$ cat src/logic/lke_consts.vh
// Legacy keyboard emulation: offsets, bit positions, reset values, port codes
// Assumes byte addresses on the emulation register port, 32-bit data
`ifndef LKE_CONSTS_VH
`define LKE_CONSTS_VH
// Register byte offsets
`define LKE_OFF_CTRL 12'h100
`define LKE_OFF_IN 12'h104
`define LKE_OFF_OUT 12'h108
`define LKE_OFF_STAT 12'h10c
// Control bit positions
`define LKE_C_EMUL_EN 0
`define LKE_C_EMUL_INT 1
`define LKE_C_CHAR_PEND 2
`define LKE_C_IRQ_EN 3
`define LKE_C_EXT_IRQ 4
`define LKE_C_A20_SEQ 5
`define LKE_C_KBD_EDGE 6
`define LKE_C_MOUSE_EDGE 7
`define LKE_C_A20_LVL 8
// Status bit positions
`define LKE_S_OUT_FULL 0
`define LKE_S_IN_FULL 1
`define LKE_S_FLAG 2
`define LKE_S_CMD 3
`define LKE_S_INHIBIT 4
`define LKE_S_AUX 5
`define LKE_S_TIMEOUT 6
`define LKE_S_PARITY 7
// Legacy ports and commands
`define LKE_PORT_DATA 1'b0
`define LKE_PORT_CMD 1'b1
`define LKE_CMD_A20 8'hd1
// Reset values
`define LKE_RST_CTRL 9'h000
`define LKE_RST_STAT 8'h00
`define LKE_RST_BYTE 8'h00
`endif

$ cat src/logic/lke_legacy_kbd.v
// Legacy keyboard/mouse emulation: port 60h/64h trap, buffers, status, A20 sequence
// Assumes single-cycle I/O strobes from the port decoder and a simple register port
`timescale 1ns/1ps
`include "lke_consts.vh"

module lke_legacy_kbd (
   input wire sys_clk_i, // 100 MHz system clock
   input wire rst_n_i, // Async reset, active low
   input wire reg_wr_i, // Register write strobe
   input wire reg_rd_i, // Register read strobe
   input wire [11:0] reg_addr_i, // Register byte address
   input wire [31:0] reg_wdata_i, // Register write data
   output reg [31:0] reg_rdata_o, // Register read data
   input wire io_wr_i, // Legacy I/O write strobe
   input wire io_rd_i, // Legacy I/O read strobe
   input wire io_port_i, // 0 = port 60h, 1 = port 64h
   input wire [7:0] io_wdata_i, // Legacy write byte
   output reg [7:0] io_rdata_o, // Legacy read byte
   output reg io_trap_o, // Access claimed by emulation
   input wire kbc_kbd_irq_i, // Keyboard controller keyboard line
   input wire kbc_mouse_irq_i, // Keyboard controller mouse line
   output reg keyboard_irq_line_o, // Emulated keyboard interrupt
   output reg mouse_irq_line_o, // Emulated mouse interrupt
   output reg emul_int_o // Emulation interrupt to software
);
   reg legacy_emul_en_r;
   reg char_pending_en_r;
   reg legacy_irq_en_r;
   reg external_irq_passthrough_en_r;
   reg a20_sequence_active_r;
   reg kbd_irq_edge_seen_r;
   reg mouse_irq_edge_seen_r;
   reg gate_a20_level_r;
   reg [7:0] in_buffer_byte_r;
   reg [7:0] out_buffer_byte_r;
   reg [7:0] status_r;
   reg [31:0] rdata_nxt;
   reg [7:0] io_rdata_nxt;
   reg emul_int_state;
   reg kbd_irq_nxt;
   reg mouse_irq_nxt;
   wire kbd_level;
   wire kbd_rise;
   wire mouse_level;
   wire mouse_rise;
   wire io_wr_hit;
   wire io_rd_hit;
   wire data_wr;
   wire cmd_wr;
   wire a20_data_wr;
   wire ctrl_wr;
   wire stat_wr;
   wire [8:0] ctrl_view;
   wire in_wr;
   wire out_wr;
   wire data_rd;
   reg legacy_emul_en_nxt;
   reg char_pending_en_nxt;
   reg legacy_irq_en_nxt;
   reg external_irq_passthrough_en_nxt;
   reg a20_sequence_active_nxt;
   reg kbd_irq_edge_seen_nxt;
   reg mouse_irq_edge_seen_nxt;
   reg gate_a20_level_nxt;
   reg [7:0] in_buffer_byte_nxt;
   reg [7:0] out_buffer_byte_nxt;
   reg [7:0] status_nxt;

   // Register address compare
   function hit;
      input [11:0] addr;
      input [11:0] off;
      begin
         hit = (addr[11:2] == off[11:2]);
      end
   endfunction

   // Legacy line request for the buffer owner chosen by want_aux
   function line_req;
      input en;
      input irq_en;
      input full;
      input aux;
      input want_aux;
      begin
         line_req = en & irq_en & full & (aux == want_aux);
      end
   endfunction

   // Keyboard controller line synchronisers
   lke_edge_sync u_kbd_sync (
      .sys_clk_i(sys_clk_i),
      .rst_n_i(rst_n_i),
      .pin_i(kbc_kbd_irq_i),
      .level_o(kbd_level),
      .rise_o(kbd_rise)
   );

   lke_edge_sync u_mouse_sync (
      .sys_clk_i(sys_clk_i),
      .rst_n_i(rst_n_i),
      .pin_i(kbc_mouse_irq_i),
      .level_o(mouse_level),
      .rise_o(mouse_rise)
   );

   // Legacy accesses claimed only while emulation is on
   // decode gated by enable
   assign io_wr_hit = io_wr_i & legacy_emul_en_r;
   assign io_rd_hit = io_rd_i & legacy_emul_en_r;
   assign data_wr = io_wr_hit & (io_port_i == `LKE_PORT_DATA);
   assign cmd_wr = io_wr_hit & (io_port_i == `LKE_PORT_CMD);
   // Data write during an A20 sequence, which it leaves active
   assign a20_data_wr = data_wr & a20_sequence_active_r;
   assign ctrl_wr = reg_wr_i & hit(reg_addr_i, `LKE_OFF_CTRL);
   assign stat_wr = reg_wr_i & hit(reg_addr_i, `LKE_OFF_STAT);
   // Buffer register writes and data port read
   assign in_wr = reg_wr_i & hit(reg_addr_i, `LKE_OFF_IN);
   assign out_wr = reg_wr_i & hit(reg_addr_i, `LKE_OFF_OUT);
   assign data_rd = io_rd_hit & (io_port_i == `LKE_PORT_DATA);

   // Control register as software reads it
   assign ctrl_view = {gate_a20_level_r, mouse_irq_edge_seen_r, kbd_irq_edge_seen_r,
                       a20_sequence_active_r, external_irq_passthrough_en_r, legacy_irq_en_r,
                       char_pending_en_r, emul_int_state, legacy_emul_en_r};

   // Emulation interrupt condition and legacy IRQ decode
   always @* begin
      emul_int_state = 1'b0;
      if (legacy_emul_en_r && status_r[`LKE_S_IN_FULL]) begin
         emul_int_state = 1'b1;
      end
      if (legacy_emul_en_r && char_pending_en_r && !status_r[`LKE_S_OUT_FULL]) begin
         emul_int_state = 1'b1;
      end
      if (external_irq_passthrough_en_r && (kbd_level || mouse_level)) begin
         emul_int_state = 1'b1;
      end
   end

   // steer by aux bit
   // Both lines need emulation and legacy IRQ enable
   always @* begin
      kbd_irq_nxt = line_req(legacy_emul_en_r, legacy_irq_en_r, status_r[`LKE_S_OUT_FULL],
                             status_r[`LKE_S_AUX], 1'b0);
      mouse_irq_nxt = line_req(legacy_emul_en_r, legacy_irq_en_r, status_r[`LKE_S_OUT_FULL],
                               status_r[`LKE_S_AUX], 1'b1);
   end

   // Control fields: software write, then port command tracking
   always @* begin
      legacy_emul_en_nxt = legacy_emul_en_r;
      char_pending_en_nxt = char_pending_en_r;
      legacy_irq_en_nxt = legacy_irq_en_r;
      external_irq_passthrough_en_nxt = external_irq_passthrough_en_r;
      a20_sequence_active_nxt = a20_sequence_active_r;
      gate_a20_level_nxt = gate_a20_level_r;
      if (ctrl_wr) begin
         legacy_emul_en_nxt = reg_wdata_i[`LKE_C_EMUL_EN];
         char_pending_en_nxt = reg_wdata_i[`LKE_C_CHAR_PEND];
         legacy_irq_en_nxt = reg_wdata_i[`LKE_C_IRQ_EN];
         external_irq_passthrough_en_nxt = reg_wdata_i[`LKE_C_EXT_IRQ];
         a20_sequence_active_nxt = reg_wdata_i[`LKE_C_A20_SEQ];
         gate_a20_level_nxt = reg_wdata_i[`LKE_C_A20_LVL];
      end
      if (cmd_wr) begin
         a20_sequence_active_nxt = (io_wdata_i == `LKE_CMD_A20);
      end
   end

   // Edge flags: write one clears, a same-cycle pin rise wins
   always @* begin
      kbd_irq_edge_seen_nxt = kbd_irq_edge_seen_r;
      mouse_irq_edge_seen_nxt = mouse_irq_edge_seen_r;
      if (kbd_rise) begin
         kbd_irq_edge_seen_nxt = 1'b1;
      end else if (ctrl_wr && reg_wdata_i[`LKE_C_KBD_EDGE]) begin
         kbd_irq_edge_seen_nxt = 1'b0;
      end
      if (mouse_rise) begin
         mouse_irq_edge_seen_nxt = 1'b1;
      end else if (ctrl_wr && reg_wdata_i[`LKE_C_MOUSE_EDGE]) begin
         mouse_irq_edge_seen_nxt = 1'b0;
      end
   end

   // Control register and sticky flags
   always @(posedge sys_clk_i or negedge rst_n_i) begin
      if (!rst_n_i) begin
         legacy_emul_en_r <= 1'b0;
         char_pending_en_r <= 1'b0;
         legacy_irq_en_r <= 1'b0;
         external_irq_passthrough_en_r <= 1'b0;
         a20_sequence_active_r <= 1'b0;
         kbd_irq_edge_seen_r <= 1'b0;
         mouse_irq_edge_seen_r <= 1'b0;
         gate_a20_level_r <= 1'b0;
      end else begin
         legacy_emul_en_r <= legacy_emul_en_nxt;
         char_pending_en_r <= char_pending_en_nxt;
         legacy_irq_en_r <= legacy_irq_en_nxt;
         external_irq_passthrough_en_r <= external_irq_passthrough_en_nxt;
         a20_sequence_active_r <= a20_sequence_active_nxt;
         kbd_irq_edge_seen_r <= kbd_irq_edge_seen_nxt;
         mouse_irq_edge_seen_r <= mouse_irq_edge_seen_nxt;
         gate_a20_level_r <= gate_a20_level_nxt;
      end
   end

   // Buffer bytes: port write overrides a same-cycle input buffer register write
   always @* begin
      in_buffer_byte_nxt = in_buffer_byte_r;
      out_buffer_byte_nxt = out_buffer_byte_r;
      if (in_wr) begin
         in_buffer_byte_nxt = reg_wdata_i[7:0];
      end
      if (out_wr) begin
         out_buffer_byte_nxt = reg_wdata_i[7:0];
      end
      if (io_wr_hit) begin
         in_buffer_byte_nxt = io_wdata_i;
      end
   end

   // Status byte: hardware events override a software write
   always @* begin
      status_nxt = status_r;
      if (stat_wr) begin
         status_nxt = reg_wdata_i[7:0];
      end
      if (io_wr_hit) begin
         status_nxt[`LKE_S_CMD] = (io_port_i == `LKE_PORT_CMD);
      end
      if (io_wr_hit && !a20_data_wr) begin
         status_nxt[`LKE_S_IN_FULL] = 1'b1;
      end
      if (data_rd) begin
         status_nxt[`LKE_S_OUT_FULL] = 1'b0;
      end
   end

   // Buffers and status byte
   always @(posedge sys_clk_i or negedge rst_n_i) begin
      if (!rst_n_i) begin
         in_buffer_byte_r <= `LKE_RST_BYTE;
         out_buffer_byte_r <= `LKE_RST_BYTE;
         status_r <= `LKE_RST_STAT;
      end else begin
         in_buffer_byte_r <= in_buffer_byte_nxt;
         out_buffer_byte_r <= out_buffer_byte_nxt;
         status_r <= status_nxt;
      end
   end

   // Register read data by offset
   always @* begin
      rdata_nxt = 32'h0000_0000;
      if (hit(reg_addr_i, `LKE_OFF_CTRL)) begin
         rdata_nxt = {23'h000000, ctrl_view};
      end else if (hit(reg_addr_i, `LKE_OFF_IN)) begin
         rdata_nxt = {24'h000000, in_buffer_byte_r};
      end else if (hit(reg_addr_i, `LKE_OFF_OUT)) begin
         rdata_nxt = {24'h000000, out_buffer_byte_r};
      end else if (hit(reg_addr_i, `LKE_OFF_STAT)) begin
         rdata_nxt = {24'h000000, status_r};
      end
   end

   // Legacy read data by port
   always @* begin
      io_rdata_nxt = 8'h00;
      if (io_port_i == `LKE_PORT_DATA) begin
         io_rdata_nxt = out_buffer_byte_r;
      end else begin
         io_rdata_nxt = status_r;
      end
   end

   // Registered read data, zero outside a read
   always @(posedge sys_clk_i or negedge rst_n_i) begin
      if (!rst_n_i) begin
         reg_rdata_o <= 32'h0000_0000;
         io_rdata_o <= 8'h00;
      end else begin
         reg_rdata_o <= reg_rd_i ? rdata_nxt : 32'h0000_0000;
         io_rdata_o <= io_rd_hit ? io_rdata_nxt : 8'h00;
      end
   end

   // Trap pulse for a claimed port access
   always @(posedge sys_clk_i or negedge rst_n_i) begin
      if (!rst_n_i) begin
         io_trap_o <= 1'b0;
      end else begin
         io_trap_o <= io_wr_hit | io_rd_hit;
      end
   end

   // Registered interrupt outputs
   always @(posedge sys_clk_i or negedge rst_n_i) begin
      if (!rst_n_i) begin
         keyboard_irq_line_o <= 1'b0;
         mouse_irq_line_o <= 1'b0;
         emul_int_o <= 1'b0;
      end else begin
         keyboard_irq_line_o <= kbd_irq_nxt;
         mouse_irq_line_o <= mouse_irq_nxt;
         emul_int_o <= emul_int_state;
      end
   end
endmodule

$ cat src/logic/lke_edge_sync.v
// Two-flop synchroniser with rising edge detect for one pin
// Assumes pin is asynchronous to sys_clk_i
`timescale 1ns/1ps
module lke_edge_sync (
   input wire sys_clk_i, // System clock
   input wire rst_n_i, // Async reset, active low
   input wire pin_i, // Asynchronous pin
   output wire level_o, // Synchronised level
   output wire rise_o // One-cycle rising pulse
);
   reg meta_r;
   reg sync_r;
   reg prev_r;

   // Sync chain and previous level
   always @(posedge sys_clk_i or negedge rst_n_i) begin
      if (!rst_n_i) begin
         meta_r <= 1'b0;
         sync_r <= 1'b0;
         prev_r <= 1'b0;
      end else begin
         meta_r <= pin_i;
         sync_r <= meta_r;
         prev_r <= sync_r;
      end
   end

   assign level_o = sync_r;
   assign rise_o = sync_r & ~prev_r;
endmodule

$ cat config.mk
export PLATFORM = sky130hd
export DESIGN_NAME = lke_legacy_kbd
export DESIGN_NICKNAME = d
export VERILOG_FILES = /design/src/logic/lke_legacy_kbd.v /design/src/logic/lke_edge_sync.v
export VERILOG_INCLUDE_DIRS = /design/src /design/src/logic
export SDC_FILE = /design/constraint.sdc
export NUM_CORES = 1
export LEC_CHECK = 0
export BUFFER_PORTS_ARGS = -buffer_cell sky130_fd_sc_hd__buf_4
export CAP_MARGIN = 20
export CORE_MARGIN = 1
export CORE_UTILIZATION = 54
export CTS_BUF_LIST = sky130_fd_sc_hd__clkbuf_4
export DETAILED_ROUTE_END_ITERATION = 16
export PLACE_DENSITY = 0.93
export SYNTH_ARGS = -nofsm -noshare
export SYNTH_HDL_FRONTEND = slang
export SYNTH_SLANG_ARGS = --single-unit
$ cat constraint.sdc
create_clock -name sys_clk_i -period 2.3 [get_ports sys_clk_i]
set_input_delay 0 -clock sys_clk_i [delete_from_list [all_inputs] [get_ports sys_clk_i]]
set_output_delay 0 -clock sys_clk_i [all_outputs]
set_load 0.01 [all_outputs]
==> Word level (Yosys, flattened, before mapping) <==
Cells that the tools add are included.
{ "totals": {"register_bits": 82, "elab_cells": 91} }
{ "op_classes": {"n_eq_ne": 5, "mux": 22, "bitwise": 21, "reduce_logical": 17} }
{ "op_table": {"columns": ["op", "count"], "rows": [
  ["$mux 8", 7],
  ["$eq 10x7->1 const B", 4],
  ["$mux 32", 1],
  ["$and 1x1->1", 16],
  ["$reduce_bool 2->1", 7],
  ["$mux 1", 12],
  ["$mux 9", 1],
  ["$eq 8x8->1 const B", 1],
  ["$logic_and 1x1->1", 7],
  ["$mux 4", 1],
  ["$not 1->1", 4],
  ["$logic_not 1->1", 2],
  ["$logic_or 1x1->1", 1],
  ["$or 1x1->1", 1]
]} }

==> Logic depth before layout (Yosys ltp) <==
Gate-level depths: netlist (run 1).
{ "depth": {"ltp_word": 6, "depth_mapped": 5} }

==> Cells and area by module <==
From an unflattened synthesis (run 1), not the netlist that was laid out.
{ "hier_totals": {"cells_unflattened": 226, "hier_area_um2": 2783.9} }
{ "by_module_without_submodules": {"columns": ["module", "instances", "cells_per_inst", "area_per_inst_um2", "seq_area_each_um2"], "rows": [
  ["lke_legacy_kbd", 1, 218, 2606.2, 1326.3],
  ["lke_edge_sync", 2, 4, 88.8, 75.1]
]} }

==> Least setup slack after synthesis (run 1) <==
No wires, ideal clock.
{ "synth_path": {"path_type": "input-to-reg", "startpoint": "input reg_addr_i[11]", "endpoint": "register char_pending_en_r", "setup_time_ns": 0.125, "t_arrival_ns": 1.110, "path_slack_ns": 1.066, "stages": 3, "path_buffers": 0, "cell_sequence": "nor4_4 nand4_2 mux2_2"} }
{ "synth_between": {"elab_chain_len": 2} }
{ "synth_rtl": {"columns": ["item", "line", "source"], "rows": [
  ["start, declared", "lke_legacy_kbd.v:11", "input wire [11:0] reg_addr_i,"],
  ["$eq 10x7->1", "lke_legacy_kbd.v:74", "hit = (addr[11:2] == off[11:2]);"],
  ["$and 1x1->1", "lke_legacy_kbd.v:115", "assign ctrl_wr = reg_wr_i & hit(reg_addr_i, `LKE_OFF_CTRL);"],
  ["end signal, assigned", "lke_legacy_kbd.v:200", "char_pending_en_r <= char_pending_en_nxt;"],
  ["end, declared", "lke_legacy_kbd.v:27", "reg char_pending_en_r;"]
]} }
Every way passes these cells.
A chain may end at the register's enable or synchronous reset.

==> Worst setup path in the final report (run 1) <==
{ "layout_path": {"startpoint": "register legacy_emul_en_r", "endpoint": "register in_buffer_byte_r[0]"} }
{ "layout_between": {"elab_chain_len": 2} }
{ "layout_rtl": {"columns": ["item", "line", "source"], "rows": [
  ["start, declared", "lke_legacy_kbd.v:26", "reg legacy_emul_en_r;"],
  ["start signal, assigned", "lke_legacy_kbd.v:199", "legacy_emul_en_r <= legacy_emul_en_nxt;"],
  ["$and 1x1->1 (*)", "lke_legacy_kbd.v:109", "assign io_wr_hit = io_wr_i & legacy_emul_en_r;"],
  ["$mux 8 or $reduce_bool 2->1 (tied branches)", null, null],
  ["end signal, assigned", "lke_legacy_kbd.v:245", "in_buffer_byte_r <= `LKE_RST_BYTE;"],
  ["end signal, assigned", "lke_legacy_kbd.v:249", "in_buffer_byte_r <= in_buffer_byte_nxt;"],
  ["end, declared", "lke_legacy_kbd.v:34", "reg [7:0] in_buffer_byte_r;"]
]} }
Every way passes the cells marked *; elsewhere a longest branch is shown, timed or not.

==> qor.txt, run 1 <==
gate count of the mapped netlist = 223
Critical Path Max Stage Delay = 480 ps
Num CTS Buffers = 9
count of final setup violators = 0
Root Driver = clkbuf_4
total grt overflow = 0
drt wl/cell = 15.47 µm
Hold Path Class = primary input to flop
overall power = 1.953 mW
Max Fclk = 728.7 MHz
fraction of layout cells with a size suffix above 1 = 0.3055
Std-Cell Rows = 25
Distinct cells, synth = 29
# clock sinks = 59
storage element area = 1476 µm²
Hold Fails Final Rpt = 0
area grow syn2layout = 26.79%
Top FF cell, synth = dfrtp_1
CTS Buffer Depth = 2
Worst EP arrival = 1640 ps
Clock power frac = 0.312
first-pass GRT wire length = 9418 µm
worst path cell trace = nand2_1 > nor2_1 > a21oi_1
GPL Wtd Cong = 0.8051
# diodes = 0
gr usage total = 0.2479
core box area = 4786 µm²
flip-flop and latch count after synthesis = 59
CTS tree = built
r2r worst-path depth = 3
Post-CTS Setup Bufs = 0
P_int = 1.426 mW
kind of critical path = flop to flop
fin crit share = 0.5966
Max Slew Vio Count = 0
TNS Setup = 0 ps
slowest library cell on the worst path = dfrtp_1
Hold EP = status_r[6]$_DFFE_PN0P_
critical path launch point type = flop
Max IR drop VDD = 0.3930 mV
wirelength, routed = 5847 µm
Reg2Reg Setup Slack = 930 ps
CTS H-tree lvls = 3
Rel. slew slack = 0.5221
status = finished, final reports clean
P_leak = 1.852 nW
Die W = 73.01 µm
Initial Util = 0.5689
Req. time, crit path = 2560 ps
vias in the first global route = 1,943
post-route setup slack = 927.8 ps
Hold Path Origin = reg_wr_i
Avg Inst Size Synth = 12.21 µm²
Port Buf Inserts = 56
sequential area share after synthesis = 0.5423
DIE AREA = 5330 µm²
Comb power frac = 0.120
PostCTS Resize Cnt = 0
Synth async-reset ratio = 1.000
vias per cell = 5.198
die height = 73.01 µm
Worst R2R End = in_buffer_byte_r[0]$_DFFE_PN0P_
area post-placement = 3104 µm²
initial antenna violation count = 0
via count = 1,965
worst skew pair latency = 400 ps
Syn Std Cell Area = 2723 µm²
worst slack at placement = 618.5 ps
# IOs = 105
DP Cell Count = 338
unrepaired setup endpoints after global routing = false
Detailed Place HPWL = 3812 µm
Post-synth EDFFs = 0
critical-path maximum fanout = 20
Tmin final = 1372 ps
drt pass-1 iters = 4
Yosys Warn Count = 0
reg2reg start = legacy_emul_en_r$_DFFE_PN0P_
Reg power frac = 0.568
switching share of power = 0.2698
Crit. End Element = flop
layout net count = 367
net switching power = 526.8 µW
non-filler cells, final = 378
Tightest Pin Transition = 716.8 ps
Post-CTS Hold Fix Bufs = 24
# DRC = 0
clock skew = 11.75 ps
cell area power density = 565.6 nW/µm²
largest net degree at the start of global routing = 60
area of the multi-input gates = 1105 µm²
fillers = 331
hold path cells = 3
Clock Pin Slew Worst Setup and Hold Paths = 100 ps
drt initial violations = 206
Critical Path Start = legacy_emul_en_r$_DFFE_PN0P_
final instance area = 3452 µm²
post-route ant nets = 0
Max Cap Viol = 0
[worst max-delay path, delay by kind of cell (launching register included)]
kind,cells,cell delay [ps]
DFF,1,480
AOI/OAI and AO/OA,1,60
and+or+nand+nor,2,690
[layer usage]
| layer | up-vias | share of wire | global-route usage |
|---|---|---|---|
| met5 | - | 0 | 0 |
| met4 | 0 | 0.021 | 0.1547 |
| met3 | 9 | 0.060 | 0.06906 |
| met2 | 69 | 0.54 | 0.4053 |
| met1 | 975 | 0.38 | 0.2881 |
| li1 | 912 | - | - |
[sequential cells by signal, indices dropped and copies added, names as in the netlist, 8 cells and up]
signal / cells
out_buffer_byte_r: 8
status_r: 8
in_buffer_byte_r: 8
io_rdata_o: 8
reg_rdata_o: 9
[synthesized netlist by cell type, drive strengths merged, types with 3 or more instances]
cell type  number  area, µm²
a21oi          11      55.05
a221oi          6      52.55
buf            27      193.9
clkbuf          3      11.26
dfrtp          59       1476
inv             5      18.77
mux2           16      180.2
mux2i          33      330.3
nand2           7      26.28
nand3           5      30.03
nand4           3      55.05
nor2           24      90.09
nor2b           4      25.02
o21ai           9      45.04
[cells in the final DEF, fill, tap and decap left out, types with 7 or more instances in the layout]
cell,count
buf_4,56
clkbuf_4,10
a21oi_1,11
nor2_1,24
mux2_2,16
dfrtp_1,59
nand2_1,7
mux2i_1,33
dlygate4sd3_1,24
o21ai_0,9
conb_1,23
[cell type report]
cell class / count / area share
sequential: 59 / 0.4277
timing repair buffer: 80 / 0.1914
inverter: 5 / 0.005437
clock inverter: 6 / 0.009424
clock buffer: 10 / 0.02175
tap: 67 / 0.02428
multi-input combinational: 151 / 0.3200
[how the worst max path moves through the flow]
stage | endpoint | slack (ps) | cells past startpoint
after floorplan | char_pending_en_r$_DFFE_PN0P_ | 1070 | 3
after global placement | reg_rdata_o[1]$_DFF_PN0_ | 690 | 5
after detailed placement | mouse_irq_edge_seen_r$_DFFE_PN0P_ | 620 | 5
after CTS | in_buffer_byte_r[0]$_DFFE_PN0P_ | 970 | 3
after global routing | in_buffer_byte_r[0]$_DFFE_PN0P_ | 790 | 3
final | in_buffer_byte_r[0]$_DFFE_PN0P_ | 930 | 3
[power by group through the flow]
stage	combinational [mW]	sequential [mW]	clock (mW)
after floorplan	0.137	1.12	0
after global placement	0.196	1.13	0
after detailed placement	0.203	1.13	0
after CTS	0.235	1.11	0.616
after global routing	0.259	1.11	0.667
final	0.234	1.11	0.609
[metrics by stage]
step	util	hold WS, ps
after floorplan	-	-295.6
after global placement	0.6486	93.27
after detailed placement	0.6486	102.9
after CTS	0.7213	14.96
after global routing	0.7213	28.86
final	0.7213	34.93
[cells by family after synthesis]
group,after synthesis,share of synthesized area
compound gates,28,0.06296
other cells,1,0.001377
simple gates,50,0.1154
flops,59,0.5423
mux,50,0.1958
buf+inv,35,0.08226
(Power assumes the default switching activity.)
==> run 2: changes to the inputs <==
- CORE_UTILIZATION: 54 -> 50
- PLACE_DENSITY: 0.93 -> 0.88
- clock period: 2.3 -> 1.4 ns (I/O delays scaled with it)
==> run 2 against run 1 <==
Against the previous run: combinational power is 70% higher; largest cell class unchanged; power is 63% higher; highest routed layer unchanged; sequential cell count stayed put; utilization is 4.1 points lower; routed wire length is 0.60% higher; sequential share of layout area is 0.82 points lower; via count is 4.1% higher; clock power is 58% higher; final area is 2.0% higher; final cell count is 2.9% higher.
==> qor.txt, run 2 (synthesis gave the netlist of run 1 again) <==
Tmin final = 1333 ps
P_leak = 1.893 nW
clock skew = 9.231 ps
Crit. End Element = flop
drt wl/cell = 15.12 µm
reg2reg start = char_pending_en_r$_DFFE_PN0P_
Max Cap Viol = 0
status = finished, final reports clean
CTS tree = built
Crit path depth = 5
post-route setup slack = 67.22 ps
gr usage total = 0.2281
Max Slew Vio Count = 0
non-filler cells, final = 389
cell area power density = 904.9 nW/µm²
CTS Buffer Depth = 2
Initial Util = 0.5264
drt pass-1 iters = 4
count of final setup violators = 0
critical path launch point type = primary input
PostCTS Resize Cnt = 0
CTS H-tree lvls = 3
Hold Fails Final Rpt = 0
total grt overflow = 0
GPL Wtd Cong = 0.8095
Max IR drop VDD = 0.4602 mV
slowest library cell on the worst path = dlygate4sd3_1
hold path cells = 3
unrepaired setup endpoints after global routing = false
Die W = 75.79 µm
initial antenna violation count = 0
Root Driver = clkbuf_4
Post-CTS Hold Fix Bufs = 25
fraction of layout cells with a size suffix above 1 = 0.3166
fin crit share = 0.9520
max reg flops = 9
layout net count = 376
kind of critical path = primary input to flop
# diodes = 0
Biggest register = reg_rdata_o
# clock sinks = 59
die height = 75.79 µm
# DRC = 0
Req. time, crit path = 1680 ps
worst path cell trace = dlygate4sd3_1 > buf_4 > nor2_1 > nand4_2 > mux2_2
Detailed Place HPWL = 3927 µm
DP Cell Count = 349
Std-Cell Rows = 26
largest net degree at the start of global routing = 60
# IOs = 105
area post-placement = 3168 µm²
first-pass GRT wire length = 9225 µm
post-route ant nets = 0
most common cell after layout, fill and taps aside = buf_4
vias in the first global route = 2,011
Clock Pin Slew Worst Setup and Hold Paths = 90 ps
area grow syn2layout = 29.27%
Num CTS Buffers = 9
Worst EP arrival = 1610 ps
via count = 2,046
Worst Path Buf+Inv = 2
core box area = 5172 µm²
critical-path maximum fanout = 12
final instance area = 3520 µm²
r2r worst-path depth = 4
Max Fclk = 750.3 MHz
Rel. slew slack = 0.5211
Hold Path Class = primary input to flop
Port Buf Inserts = 56
Post-CTS Setup Bufs = 0
wirelength, routed = 5882 µm
drt initial violations = 173
worst slack at placement = -35.06 ps
hold slack = 68.19 ps
Hold Path Origin = reg_wr_i
Tightest Pin Transition = 718.4 ps
Critical Path Max Stage Delay = 550 ps
worst skew pair latency = 400 ps
Critical Path Start = reg_addr_i[2]
DIE AREA = 5744 µm²
crit-path leading delay family = buffers and inverters
vias per cell = 5.260
most frequent cells in the layout = buf_4 (64), dfrtp_1 (59), mux2i_1 (33), dlygate4sd3_1 (25), nor2_1 (24)
run 2: worst reg2reg max path, stage by stage (launching register included):
cell,delay (ps)
dfrtp_1,410
nor2b_1,140
o21ai_0,290
nand3_1,120
o211a_1,210
run 2: per-layer routing:
| metal | part of all wire | GRT usage |
|---|---|---|
| met1 | 0.38 | 0.2548 |
| met2 | 0.50 | 0.3845 |
| met3 | 0.082 | 0.07407 |
| met4 | 0.034 | 0.1276 |
| met5 | 0 | 0 |
run 2: final timing paths:
check | to | slack, ps
hold reg to reg | u_mouse_sync.level_o$_DFF_PN0_ | 350
setup reg to reg | reg_rdata_o[1]$_DFF_PN0_ | 130
setup / recovery | external_irq_passthrough_en_r$_DFFE_PN0P_ | 70
hold / removal | status_r[7]$_DFFE_PN0P_ | 70
max in group asynchronous | io_trap_o$_DFF_PN0_ | 720
min in group asynchronous | out_buffer_byte_r[2]$_DFFE_PN0P_ | 210
run 2: area by class of cell:
type / instances / area [µm²]
Fill cell: 370 / 1653
Clock inverter: 4 / 18.77
Multi-Input combinational cell: 151 / 1105
Inverter: 5 / 18.77
Timing Repair Buffer: 89 / 730.7
Sequential cell: 59 / 1476
Tap cell: 70 / 87.58
Clock buffer: 11 / 82.58
run 2: power breakdown:
group	internal (mW)	switching, mW	total [mW]	leakage [nW]
Sequential	1.78	0.0447	1.82	0.793
Clock	0.381	0.584	0.965	0.0639
Combinational	0.203	0.195	0.398	1.04
Total	2.36	0.824	3.18	1.89
run 2: metrics by stage:
stage | util | power (mW) | TNS (ps)
finish | 0.6805 | 3.185 | 0
global route | 0.6805 | 3.335 | 0
CTS | 0.6805 | 3.203 | 0
detailed placement | 0.6125 | 2.198 | -186.8
global placement | 0.6125 | 2.182 | 0
floorplan | - | 2.067 | 0
==> run 3: changes to the inputs <==
- RECOVER_POWER: unset -> 100
==> run 3 against run 2 <==
Against the previous run: global-route usage is the same; sequential share of layout area is 1.1 points higher; non-clock buffer count did not move; maximum frequency about the same; power shrank 0.20%; highest routed layer unchanged; worst hold slack better by 3.4 ps; combinational power hardly changed; final area decreased by 2.5%; die area unchanged; clock skew increased by 1.5 ps; critical path type unchanged; register-to-register slack hardly changed.
==> qor.txt, run 3 (synthesis gave the netlist of run 1 again) <==
hold path cells = 3
DP Cell Count = 349
fin crit share = 0.9523
fraction of layout cells with a size suffix above 1 = 0.2445
area post-placement = 3168 µm²
Port Buf Inserts = 56
vias per cell = 5.219
area grow syn2layout = 26.10%
Max IR drop VDD = 0.4571 mV
post-route ant nets = 0
DIE AREA = 5744 µm²
Clock Pin Slew Worst Setup and Hold Paths = 100 ps
kind of critical path = primary input to flop
Tightest Pin Transition = 776.6 ps
Max Cap Viol = 0
critical path launch point type = primary input
critical-path maximum fanout = 13
non-filler cells, final = 389
most common cell after layout, fill and taps aside = dfrtp_1
hold slack = 71.57 ps
Rel. slew slack = 0.4823
total grt overflow = 0
Hold EP = status_r[7]$_DFFE_PN0P_
Max Fclk = 750.0 MHz
Req. time, crit path = 1680 ps
area of the multi-input gates = 1105 µm²
# IOs = 105
Hold Fails Final Rpt = 0
Detailed Place HPWL = 3927 µm
drt pass-1 iters = 4
Critical Path Start = reg_addr_i[3]
# clock sinks = 59
Die W = 75.79 µm
Std-Cell Rows = 26
final instance area = 3433 µm²
die height = 75.79 µm
status = finished, final reports clean
r2r worst-path depth = 4
unrepaired setup endpoints after global routing = false
wirelength, routed = 5897 µm
CTS Buffer Depth = 2
first-pass GRT wire length = 9225 µm
worst skew pair latency = 390 ps
Root Driver = clkbuf_4
Num CTS Buffers = 9
final core occ = 0.6638
largest net degree at the start of global routing = 60
storage element area = 1476 µm²
Post-CTS Setup Bufs = 0
PostCTS Resize Cnt = 0
CTS H-tree lvls = 3
P_leak = 1.794 nW
initial antenna violation count = 0
Biggest register = reg_rdata_o
# diodes = 0
clock skew = 10.72 ps
cell area power density = 925.8 nW/µm²
Reg2Reg Setup Slack = 130 ps
count of final setup violators = 0
most frequent cells in the layout = dfrtp_1 (59), buf_4 (38), mux2i_1 (33), dlygate4sd3_1 (25), nor2_1 (24)
via count = 2,030
Initial Util = 0.5264
Crit. End Element = flop
drt initial violations = 159
CTS tree = built
max reg flops = 9
gr usage total = 0.2281
core box area = 5172 µm²
Worst EP arrival = 1610 ps
Worst R2R End = reg_rdata_o[1]$_DFF_PN0_
Hold Path Origin = reg_wr_i
fillers = 393
GPL Wtd Cong = 0.8095
Hold Path Class = primary input to flop
vias in the first global route = 2,011
# DRC = 0
Max Slew Vio Count = 0
layout net count = 376
drt wl/cell = 15.16 µm
Tmin final = 1333 ps
reg2reg start = char_pending_en_r$_DFFE_PN0P_
run 3: what timing repair did:
action	4_1_cts	5_1_grt
setup endpoints to repair	0	0
hold buffers	25	0
endpoints found under the hold margin	101	0
run 3: worst max path at each step:
stage,to,cells after the start
after floorplan,char_pending_en_r$_DFFE_PN0P_,3
after global placement,char_pending_en_r$_DFFE_PN0P_,5
after detailed placement,kbd_irq_edge_seen_r$_DFFE_PN0P_,6
after CTS,kbd_irq_edge_seen_r$_DFFE_PN0P_,6
after global routing,kbd_irq_edge_seen_r$_DFFE_PN0P_,6
final,reg_rdata_o[5]$_DFF_PN0_,5
run 3: worst max-delay path: stages:
cell and delay (ps):
dlygate4sd3_1 530, buf_4 200, and3b_1 270, clkbuf_1 230
a221oi_1 390
run 3: final cells by class:
class	count	area share
clock buffers	11	0.02405
clock inverters	4	0.005466
well taps	70	0.02551
flip-flops and latches	59	0.4300
inverters	5	0.005466
multi-input cells	151	0.3218
repair buffers	89	0.1877
run 3: power breakdown:
part	internal [mW]	switching, mW
Combinational	0.201	0.195
Sequential	1.78	0.0445
Clock	0.381	0.580
Total	2.36	0.819
run 3: stage by stage:
stage	power (mW)	worst slack [ps]	setup TNS, ps
2_1_floorplan	2.067	165.8	0
3_3_place_gp	2.182	15.82	0
3_5_place_dp	2.198	-35.06	-186.8
4_1_cts	3.203	104.8	0
5_1_grt	3.334	0.1360	0
6_report	3.179	66.74	0
run 3: routing by layer:
metal	vias to the layer above	global-route usage	part of all wire
li1	926	-	-
met3	20	0.07407	0.088
met1	984	0.2548	0.37
met4	0	0.1276	0.027
met5	-	0	0
met2	100	0.3845	0.51
